<file path="config.mk">
export PLATFORM = sky130hd
export DESIGN_NAME = ledc_ctrl
export DESIGN_NICKNAME = d
export VERILOG_FILES = /design/src/include/ledc_pkg.sv /design/src/design/ledc_tick.sv /design/src/design/ledc_ctrl.sv
export VERILOG_INCLUDE_DIRS = /design/src /design/src/include
export SDC_FILE = /design/constraint.sdc
export NUM_CORES = 1
export LEC_CHECK = 0
export ABC_CLOCK_PERIOD_IN_PS = 3500
export BUFFER_PORTS_ARGS = -buffer_cell sky130_fd_sc_hd__buf_2
export CAP_MARGIN = 40
export CORE_MARGIN = 1.5
export CORE_UTILIZATION = 45
export CTS_CLUSTER_SIZE = 30
export DETAILED_ROUTE_END_ITERATION = 8
export GPL_ROUTABILITY_DRIVEN = 0
export PLACE_DENSITY = 0.67
export SLEW_MARGIN = 30
export SYNTH_ARGS = -nofsm -noshare
export SYNTH_HDL_FRONTEND = slang
export SYNTH_SLANG_ARGS = --single-unit
</file>
<file path="constraint.sdc">
create_clock -name ref_clk -period 3.5 [get_ports ref_clk]
set_input_delay 0.175 -clock ref_clk [delete_from_list [all_inputs] [get_ports ref_clk]]
set_output_delay 0.175 -clock ref_clk [all_outputs]
set_load 0.005 [all_outputs]
</file>
<file path="src/include/ledc_cfg.svh">
// constants of the led driver control block
`ifndef LEDC_CFG_SVH
`define LEDC_CFG_SVH
// ----------------------------------------------------------------
// timing
// ----------------------------------------------------------------
`define LEDC_CLK_PERIOD_NS 100
`define LEDC_TICK_PERIOD_NS 1000000
`define LEDC_TICK_CYCLES (`LEDC_TICK_PERIOD_NS / `LEDC_CLK_PERIOD_NS)
`define LEDC_FADE_UNIT_MS 8
`define LEDC_SAFETY_MS 1000
`define LEDC_HYST_MS 4
`define LEDC_PUMP_HZ 250000
`define LEDC_PUMP_HALF_CYCLES (1000000000 / (`LEDC_CLK_PERIOD_NS * `LEDC_PUMP_HZ * 2))
// ----------------------------------------------------------------
// code limits and reset values
// ----------------------------------------------------------------
`define LEDC_LOWBIAS_HALFMA 6'h08
`define LEDC_SPOT_MAX 4'h5
`define LEDC_FLASH_MAX 4'he
`define LEDC_FIRST_REGULATOR_MAX 4'h8
`define LEDC_SECOND_REGULATOR_MAX 3'h3
`define LEDC_RST_LEVEL 5'h00
`define LEDC_RST_SINK_EN 4'h0
`define LEDC_RST_TIMER_EN 1'b1
`define LEDC_RST_FADE_RATE 2'h0
`endif

</file>
<file path="src/include/ledc_pkg.sv">
// types of the led driver control block
package ledc_pkg;
	typedef enum logic [1:0] {
		LEDC_PUMP_1X  = 2'h0,
		LEDC_PUMP_15X = 2'h1,
		LEDC_PUMP_2X  = 2'h3
	} ledc_pump_t;
	typedef enum logic [1:0] {
		LEDC_FADE_IDLE = 2'h0,
		LEDC_FADE_RUN  = 2'h1
	} ledc_fade_t;
endpackage

</file>
<file path="src/design/ledc_tick.sv">
// millisecond tick divider of the led driver control block
`timescale 1ns/1ps
`default_nettype none
`include "ledc_cfg.svh"
module ledc_tick #(
	parameter int DIV = `LEDC_TICK_CYCLES
) (
	input wire logic ref_clk, // block clock
	input wire logic rst_n, // synchronous reset
	input wire logic run, // low while the internal clock is stopped
	output logic tick // one-cycle pulse per period
);
	logic [15:0] cnt_q, cnt_d;
	logic tick_q, tick_d;

	always_comb begin
		cnt_d = cnt_q;
		tick_d = 1'b0;
		if (!run) begin
			cnt_d = 16'h0000;
		end else if (cnt_q == 16'(DIV - 1)) begin
			cnt_d = 16'h0000;
			tick_d = 1'b1;
		end else begin
			cnt_d = cnt_q + 16'h0001;
		end
	end

	always_ff @(posedge ref_clk) begin
		if (!rst_n) begin
			cnt_q <= 16'h0000;
			tick_q <= 1'b0;
		end else begin
			cnt_q <= cnt_d;
			tick_q <= tick_d;
		end
	end

	assign tick = tick_q;
endmodule // ledc_tick
`default_nettype wire

</file>
<file path="src/design/ledc_ctrl.sv">
// control logic of the led driver: backlight, fade, flash, pump, regulators
`timescale 1ns/1ps
`default_nettype none
`include "ledc_cfg.svh"
module ledc_ctrl
	import ledc_pkg::*;
#(
	parameter int TICK_DIV = `LEDC_TICK_CYCLES,
	parameter int SAFETY_MS = `LEDC_SAFETY_MS,
	parameter int HYST_MS = `LEDC_HYST_MS
) (
	input wire logic ref_clk, // block clock, 10 MHz
	input wire logic rst_n, // enable pin, low resets all settings
	input wire logic level_wr, // one-cycle strobe with backlight_level_code
	input wire logic [4:0] backlight_level_code, // requested level code
	input wire logic fade_en, // fade enable
	input wire logic [1:0] fade_rate, // fade step rate code
	input wire logic sink_en_wr, // one-cycle strobe with sink_en
	input wire logic [3:0] sink_en, // backlight sink enables
	input wire logic flash_wr, // one-cycle strobe with flash settings
	input wire logic [3:0] flash_code, // flash sink code, zero is off
	input wire logic spot_mode, // 1 spotlight, 0 flash
	input wire logic timer_en, // safety timer enable
	input wire logic ldo_wr, // one-cycle strobe with regulator codes
	input wire logic [3:0] first_regulator_code, // first regulator code
	input wire logic [2:0] second_regulator_code, // second regulator code
	input wire logic flash_trigger_pin, // asynchronous flash trigger
	input wire logic demand_up, // asynchronous pump demand high
	input wire logic demand_down, // asynchronous pump demand low
	output logic [4:0] bl_level, // active backlight code
	output logic [5:0] bl_half_ma, // active current in 0.5 mA units
	output logic [3:0] bl_sink_on, // sink enables
	output logic low_bias, // reduced-bias state
	output logic fade_busy, // fade in progress
	output logic flash_sink_output, // flash sink conducting
	output logic [3:0] flash_50ma, // flash current in 50 mA units
	output logic flash_trip, // safety timer tripped
	output logic sleep, // sleep state
	output logic [1:0] pump_mode, // pump multiplication mode
	output logic pump_clk, // pump switching clock
	output logic [3:0] first_regulator, // first regulator code, 100 mV steps
	output logic [2:0] second_regulator // second regulator code, 100 mV steps
);
	// ----------------------------------------------------------------
	// input synchronisers and tick
	// ----------------------------------------------------------------
	logic [2:0] sync1_q, sync2_q, async_in;
	logic trig_s, up_s, down_s, tick, sleep_q, sleep_d;

	assign async_in = {demand_down, demand_up, flash_trigger_pin};
	generate
		for (genvar gi = 0; gi < 3; gi++) begin : g_sync
			always_ff @(posedge ref_clk) begin
				if (!rst_n) begin
					sync1_q[gi] <= 1'b0;
					sync2_q[gi] <= 1'b0;
				end else begin
					sync1_q[gi] <= async_in[gi];
					sync2_q[gi] <= sync1_q[gi];
				end
			end
		end
	endgenerate
	assign {down_s, up_s, trig_s} = sync2_q;

	ledc_tick #(.DIV(TICK_DIV)) u_tick (.ref_clk(ref_clk), .rst_n(rst_n), .run(!sleep_q), .tick(tick));

	// ----------------------------------------------------------------
	// settings
	// ----------------------------------------------------------------
	logic [3:0] sink_q, sink_d, fcode_q, fcode_d, first_regulator_q, first_regulator_d;
	logic spot_q, spot_d, ten_q, ten_d;
	logic [2:0] second_regulator_q, second_regulator_d;

	always_comb begin
		sink_d = sink_q;
		fcode_d = fcode_q;
		spot_d = spot_q;
		ten_d = ten_q;
		first_regulator_d = first_regulator_q;
		second_regulator_d = second_regulator_q;
		if (sink_en_wr) sink_d = sink_en;
		if (flash_wr) begin
			spot_d = spot_mode;
			ten_d = timer_en;
			if (spot_mode && flash_code > `LEDC_SPOT_MAX) begin
				fcode_d = `LEDC_SPOT_MAX;
			end else if (flash_code > `LEDC_FLASH_MAX) begin
				fcode_d = `LEDC_FLASH_MAX;
			end else begin
				fcode_d = flash_code;
			end
		end
		if (ldo_wr) begin
			first_regulator_d = (first_regulator_code > `LEDC_FIRST_REGULATOR_MAX) ? `LEDC_FIRST_REGULATOR_MAX : first_regulator_code;
			second_regulator_d = (second_regulator_code > `LEDC_SECOND_REGULATOR_MAX) ? `LEDC_SECOND_REGULATOR_MAX : second_regulator_code;
		end
	end

	always_ff @(posedge ref_clk) begin
		if (!rst_n) begin
			sink_q <= `LEDC_RST_SINK_EN;
			fcode_q <= 4'h0;
			spot_q <= 1'b0;
			ten_q <= `LEDC_RST_TIMER_EN;
			first_regulator_q <= 4'h0;
			second_regulator_q <= 3'h0;
		end else begin
			sink_q <= sink_d;
			fcode_q <= fcode_d;
			spot_q <= spot_d;
			ten_q <= ten_d;
			first_regulator_q <= first_regulator_d;
			second_regulator_q <= second_regulator_d;
		end
	end

	// ----------------------------------------------------------------
	// backlight level and fade engine
	// ----------------------------------------------------------------
	ledc_fade_t fst_q, fst_d;
	logic [4:0] lvl_q, lvl_d, tgt_q, tgt_d;
	logic [5:0] fms_q, fms_d, fade_int, half_q, half_d;
	logic lowb_q, lowb_d;

	// code to current in 0.5 mA units
	function automatic logic [5:0] ledc_half_ma(input logic [4:0] c);
		if (c < 5'h18) begin
			ledc_half_ma = 6'({1'b0, c}) + 6'h01;
		end else if (c < 5'h1b) begin
			ledc_half_ma = 6'h1a + 6'({c - 5'h18, 1'b0});
		end else begin
			ledc_half_ma = 6'h22 + 6'({c - 5'h1b, 2'b00});
		end
	endfunction

	// 00 gives 32 ms, 11 gives 8 ms
	assign fade_int = 6'({~fade_rate, 3'b000}) + 6'(`LEDC_FADE_UNIT_MS);

	always_comb begin
		fst_d = fst_q;
		lvl_d = lvl_q;
		tgt_d = tgt_q;
		fms_d = fms_q;
		case (fst_q)
			LEDC_FADE_IDLE: begin
				fms_d = 6'h00;
				if (level_wr) begin
					tgt_d = backlight_level_code;
					if (fade_en && backlight_level_code != lvl_q) begin
						fst_d = LEDC_FADE_RUN;
					end else begin
						lvl_d = backlight_level_code;
					end
				end
			end
			LEDC_FADE_RUN: begin
				if (!fade_en) begin
					lvl_d = tgt_q;
					fst_d = LEDC_FADE_IDLE;
				end else if (tick) begin
					if (fms_q + 6'h01 >= fade_int) begin
						fms_d = 6'h00;
						lvl_d = (tgt_q > lvl_q) ? lvl_q + 5'h01 : lvl_q - 5'h01;
						if (lvl_d == tgt_q) begin
							fst_d = LEDC_FADE_IDLE;
						end
					end else begin
						fms_d = fms_q + 6'h01;
					end
				end
			end
			default: fst_d = LEDC_FADE_IDLE;
		endcase
		half_d = ledc_half_ma(lvl_d);
		lowb_d = half_d <= `LEDC_LOWBIAS_HALFMA;
	end

	always_ff @(posedge ref_clk) begin
		if (!rst_n) begin
			fst_q <= LEDC_FADE_IDLE;
			lvl_q <= `LEDC_RST_LEVEL;
			tgt_q <= `LEDC_RST_LEVEL;
			fms_q <= 6'h00;
			half_q <= 6'h01;
			lowb_q <= 1'b1;
		end else begin
			fst_q <= fst_d;
			lvl_q <= lvl_d;
			tgt_q <= tgt_d;
			fms_q <= fms_d;
			half_q <= half_d;
			lowb_q <= lowb_d;
		end
	end

	// ----------------------------------------------------------------
	// flash sink and safety timer
	// ----------------------------------------------------------------
	logic [15:0] sms_q, sms_d;
	logic trip_q, trip_d, fon_q, fon_d, want;
	logic [3:0] f50_q, f50_d;

	// spotlight runs from the code alone, flash needs the trigger
	assign want = (fcode_q != 4'h0) && (spot_q || trig_s);

	always_comb begin
		sms_d = sms_q;
		trip_d = trip_q;
		if ((fcode_q == 4'h0) || (!spot_q && !trig_s)) begin
			sms_d = 16'h0000;
			trip_d = 1'b0;
		end else if (!ten_q) begin
			sms_d = 16'h0000;
		end else if (fon_q && tick) begin
			if (sms_q == 16'(SAFETY_MS - 1)) begin
				trip_d = 1'b1;
			end else begin
				sms_d = sms_q + 16'h0001;
			end
		end
		fon_d = want && !trip_d;
		f50_d = fon_d ? fcode_d : 4'h0;
	end

	always_ff @(posedge ref_clk) begin
		if (!rst_n) begin
			sms_q <= 16'h0000;
			trip_q <= 1'b0;
			fon_q <= 1'b0;
			f50_q <= 4'h0;
		end else begin
			sms_q <= sms_d;
			trip_q <= trip_d;
			fon_q <= fon_d;
			f50_q <= f50_d;
		end
	end

	// ----------------------------------------------------------------
	// sleep and charge pump
	// ----------------------------------------------------------------
	ledc_pump_t pm_q, pm_d;
	logic [7:0] hyst_q, hyst_d, pdiv_q, pdiv_d;
	logic pclk_q, pclk_d;

	always_comb begin
		sleep_d = (sink_q == 4'h0) && !fon_q;
		pm_d = pm_q;
		hyst_d = hyst_q;
		if (sleep_q) begin
			pm_d = LEDC_PUMP_1X;
			hyst_d = 8'h00;
		end else if (!(up_s ^ down_s)) begin
			hyst_d = 8'h00;
		end else if (tick) begin
			if (hyst_q == 8'(HYST_MS - 1)) begin
				hyst_d = 8'h00;
				case (pm_q)
					LEDC_PUMP_1X: pm_d = up_s ? LEDC_PUMP_15X : LEDC_PUMP_1X;
					LEDC_PUMP_15X: pm_d = up_s ? LEDC_PUMP_2X : LEDC_PUMP_1X;
					LEDC_PUMP_2X: pm_d = up_s ? LEDC_PUMP_2X : LEDC_PUMP_15X;
					default: pm_d = LEDC_PUMP_1X;
				endcase
			end else begin
				hyst_d = hyst_q + 8'h01;
			end
		end
		pdiv_d = 8'h00;
		pclk_d = 1'b0;
		if (!sleep_q && pm_q != LEDC_PUMP_1X) begin
			if (pdiv_q == 8'(`LEDC_PUMP_HALF_CYCLES - 1)) begin
				pclk_d = !pclk_q;
			end else begin
				pdiv_d = pdiv_q + 8'h01;
				pclk_d = pclk_q;
			end
		end
	end

	always_ff @(posedge ref_clk) begin
		if (!rst_n) begin
			sleep_q <= 1'b1;
			pm_q <= LEDC_PUMP_1X;
			hyst_q <= 8'h00;
			pdiv_q <= 8'h00;
			pclk_q <= 1'b0;
		end else begin
			sleep_q <= sleep_d;
			pm_q <= pm_d;
			hyst_q <= hyst_d;
			pdiv_q <= pdiv_d;
			pclk_q <= pclk_d;
		end
	end

	// ----------------------------------------------------------------
	// outputs
	// ----------------------------------------------------------------
	assign bl_level = lvl_q;
	assign bl_half_ma = half_q;
	assign bl_sink_on = sink_q;
	assign low_bias = lowb_q;
	assign fade_busy = fst_q[0]; // run is the only state with bit 0 set
	assign flash_sink_output = fon_q;
	assign flash_50ma = f50_q;
	assign flash_trip = trip_q;
	assign sleep = sleep_q;
	assign pump_mode = pm_q;
	assign pump_clk = pclk_q;
	assign first_regulator = first_regulator_q;
	assign second_regulator = second_regulator_q;
endmodule // ledc_ctrl
`default_nettype wire

</file>
==> summary by stage <==
Status
The run finished with clean final reports.

Routing
For this run, the detailed router's first-pass iteration total came to 4. The number of vias after detailed routing is about 4100. The count of nets left with antenna violations after detail routing is 0.

After the first detailed-routing iteration, the DRC count stood at approximately 150. Using the TritonRoute via totals, the vias-per-cell ratio works out to ~5.2. The detailed-route DRC error count is 0. After detailed routing, the average wire length per cell comes to 13.53 um. The detailed-route wire length is ~11000 um.

Layout
Counting the fill cells in the layout gives 976. The number of antenna diodes in the final layout is 0. The signed area change from the synthesized netlist to the final layout is 19.42%. The proportion of layout cells with a drive suffix above 1 is 0.2036. The multi-input gate area in the final layout is roughly 2900 um^2. The sequential cell area in the final layout is 2133 um^2.

The net total in the final layout is 714.

Global route
The first-pass GRT wire length is 17970 um. Global routing finished with a remaining overflow of 0. The total track usage is 0.1916. Entering global routing, the biggest net connects 31 pins.

The via count of the first global-routing pass is 4026. The number of antenna violations at the first check in global routing is 0.

CTS
The clock drives about 110 sinks. The clock edge transition at the registers on the reported setup and hold paths is 0.09 ns. The TritonCTS clock tree is yes. The number of buffers created by CTS is 9. The count of H-tree levels built during CTS is 3. In this run the clock root is driven by a clkbuf_8. The insertion delay to the later sink of the worst-skew pair is around 0.37 ns. The maximum clock path buffer count is 2.

Power and ir drop
Of the total power, registers draw 0.511. VDD sags by at most approximately 0.25 mV. The switching component of the power is slightly below 0.7 mW.

Of the total power, the clock network draws 0.309. The power per cell area is approximately 410 nW/um^2. The combinational power share is 0.180. The static power due to leakage is 2.463 nW. The overall power consumption is approximately 2.5 mW. The design internal power is approximately 1.8 mW. The switching portion of total power is 0.2731.

Worst setup path
Along the worst path, the maximum fanout reaches 8. The signal arrival time at the worst endpoint is 3.60 ns. The number of buffers and inverters on the critical path is 4. The number of cells traversed by the worst register-to-register path is 19. At the worst endpoint, the required time is ~3.8 ns. The peak per-stage delay on the critical path is 0.38 ns.

The critical path's slowest cell is o41a_1. In this design, the critical path's most frequently occurring cell is ha_4. The startpoint kind of the worst setup timing path is a flip-flop. The worst register-to-register path has a setup slack of roughly 0.15 ns. The worst register-to-register path begins at bl_level[1].

The kind of end point of the critical path is a flip-flop. Walking the worst path, the cells encountered are inv_2 -> ha_4 -> nor2b_4 -> o21a_1 -> o21ai_2 -> a21oi_2 -> inv_2 -> ha_4 -> a21o_1 -> a21oi_1 -> xnor2_1 -> xnor2_1 -> a21oi_2 -> inv_1 -> ha_4 -> buf_4 -> nand2_1 -> nor2_1 -> o41a_1. The family with the most delay on the worst path is compound AO/OA/AOI/OAI gates.

The classification of the worst setup path is reg2reg. The critical register-to-register path endpoint is bl_half_ma[4].

Logic synthesis
The cell type contributing the most total cell area after synthesis is dfxtp_1. The count of flip-flops with a built-in enable after synthesis is 0. The commonest register cell after synthesis is dfxtp_1. Counting flops with an async set or reset pin after synthesis yields a share of 0.

The number of instances in the synthesized netlist is 578. The synthesized cell area is 4986 um^2. In this run, synthesis produced a sequential element count of about 110.

The share of synthesized area in the top cell type comes to 0.4256. When the netlist entered floorplanning its net count stood at approximately 630. The most repeated cell in the gate-level netlist after synthesis is nor2_1. Yosys mapped the design onto 48 distinct sky130hd cell types. The Yosys warning count is 0.

The synthesized area divided by synthesized cell count is 8.626 um^2. By count the netlist is led by 110 x nor2_1, 106 x dfxtp_1, 41 x nand2_1. The register area share after synthesis is 0.4256. Sorting the synthesized cells by area gives the leading types as dfxtp_1 43%, nor2_1 8.3%, xor2_1 5.6%.

Timing
In this run the tightest slew margin relative to its limit is 0.5210. The number of max-slew violations in the final report is 0. The worst clock skew on the final layout is around 0.0096 ns. The number of failing hold endpoints at the final stage is 0.

For this run, the top clock speed supported by timing is approximately 300 MHz. The transition time at the pin with the least slew margin is 0.7121 ns. For the finished layout, the period the worst path requires is 3.345 ns. The number of setup violations in the final report is 0. After layout, the worst setup slack is 0.1548 ns.

Dividing the final minimum period by the clock period gives 0.9558.

Place
Detailed placement finished with a half-perimeter wire length of approximately 7800 um. During placement, the flow inserted port buffers numbering 67. The placement-stage worst setup slack is ~0.0011 ns.

Floorplan
During I/O placement, the number of pins put on the boundary was 68. The die footprint is roughly 12000 um^2. The number of placement rows is 38.

The floorplan step set the die width to approximately 110 um. The region available for standard cell placement spans 10840 um^2. The die is ~110 um tall. The starting utilization of the core area is 0.4599.

Min path
The count of cells along the worst hold path is 2. The classification of the worst-slack hold path is in2reg. The worst min-delay path startpoint is demand_up. The end point of the worst hold path is sync1_q[1].

Run
The max capacitance violation total is 0.
## registers in the layout, summed over array words and instances, names as in the netlist, 3 cells and up, named ones only
| register | flops |
|---|---|
| u_tick.cnt_q | 16 |
| second_regulator | 3 |
| flash_50ma | 4 |
| bl_half_ma | 6 |
| fms_q | 6 |
| tgt_q | 5 |
| hyst_q | 8 |
| pdiv_q | 8 |
| sync1_q | 3 |
| bl_sink_on | 4 |
| first_regulator | 4 |
| bl_level | 5 |
| sms_q | 16 |
| fcode_q | 4 |
## cell usage in the layout (no fill, tap or decap), types with 3 or more instances in the layout
cell type | netlist | final
a21o_1 | 4 | 4
inv_1 | 20 | 17
clkbuf_8 | 0 | 9
xnor2_1 | 28 | 26
nor2b_1 | 9 | 8
and2_1 | 10 | 10
o22ai_1 | 3 | 3
nor3_1 | 8 | 7
nor2_1 | 110 | 110
ha_4 | 0 | 7
buf_2 | 1 | 67
mux2i_1 | 22 | 21
dfxtp_1 | 106 | 103
nand4_1 | 15 | 15
a21oi_2 | 1 | 4
ha_1 | 21 | 14
inv_6 | 0 | 3
a22oi_1 | 3 | 3
buf_4 | 0 | 18
and3_1 | 11 | 11
inv_2 | 0 | 3
a21oi_1 | 24 | 21
nand3_1 | 17 | 16
and4_1 | 5 | 5
nand2_1 | 41 | 41
nand2b_1 | 7 | 6
dfxtp_4 | 0 | 3
o21a_1 | 3 | 3
or3_1 | 4 | 4
o21ai_0 | 21 | 20
a31oi_1 | 3 | 3
xor2_1 | 32 | 32
nor4_1 | 6 | 6
a211oi_1 | 3 | 3
## what timing repair did
item / in CTS / in global routing
resized for setup: 3 / 25
hold endpoints to repair: 2 / 0
buffers inserted: 0 / 3
pin swaps: 2 / 11
hold buffers: 2 / 0
endpoints found under the setup margin: 1 / 4
## how the worst max path moves through the flow
stage	slack, ns	end	cells after the start	start
after global routing	-0.04	bl_half_ma[4]	13	fms_q[2]
final	0.15	bl_half_ma[4]	19	bl_level[1]
after CTS	0.03	bl_half_ma[5]	19	bl_level[1]
after global placement	0.09	bl_half_ma[4]	19	bl_level[1]
after floorplan	0.02	bl_half_ma[4]	20	bl_level[1]
after detailed placement	0.001	bl_half_ma[4]	19	bl_level[1]
## routing by layer
metal / vias up / wire length [um] / track usage / share of wire
li1: 2127 / - / - / -
met1: 1932 / 5003 / 0.2340 / 0.46
met2: 69 / 5277 / 0.3327 / 0.49
met3: 15 / 392 / 0.03677 / 0.036
met4: 0 / 191 / 0.07331 / 0.018
met5: - / 0 / 0 / 0
## cells by family (layout without fill, tap and decap cells)
group | Yosys count | in the layout | share of synthesized area
AND/OR/NAND/NOR | 250 | 250 | 0.2366
XOR/XNOR | 60 | 60 | 0.1054
AO/OA/AOI/OAI | 76 | 76 | 0.09661
adder cells (fa/ha/maj) | 22 | 22 | 0.05671
multiplexers | 24 | 24 | 0.04868
buffers and inverters | 40 | 125 | 0.03036
flip-flops | 106 | 106 | 0.4256
## power by group through the flow
stage	Combinational [mW]	Clock [mW]	Sequential, mW
detailed placement	0.374	0	1.29
CTS	0.386	0.789	1.26
global placement	0.366	0	1.29
global route	0.489	0.832	1.26
finish	0.444	0.762	1.26
floorplan	0.253	0	1.29
## final cells by class
cell class,instances,area share
sequential,106,0.3583
timing repair buffer,89,0.08615
inverter,20,0.01261
tap,140,0.02942
multi-input combinational,432,0.4801
clock inverter,6,0.01198
clock buffer,10,0.02143
## metrics by stage
| step | TNS, ns | instances | instance area, um^2 | hold WS (ns) | utilization |
|---|---|---|---|---|---|
| 3_3_place_gp | 0 | 782 | 5559 | 0.3816 | 0.5128 |
| 2_1_floorplan | 0 | 578 | 5010 | 0.3023 | - |
| 6_report | 0 | 803 | 5954 | 0.02016 | 0.5493 |
| 3_5_place_dp | 0 | 782 | 5559 | 0.3870 | 0.5128 |
| 4_1_cts | 0 | 800 | 5793 | 0.0001249 | 0.5344 |
| 5_1_grt | -0.08298 | 803 | 5954 | 0.008198 | 0.5493 |
No activity file was read; power rests on OpenSTA's default activity.
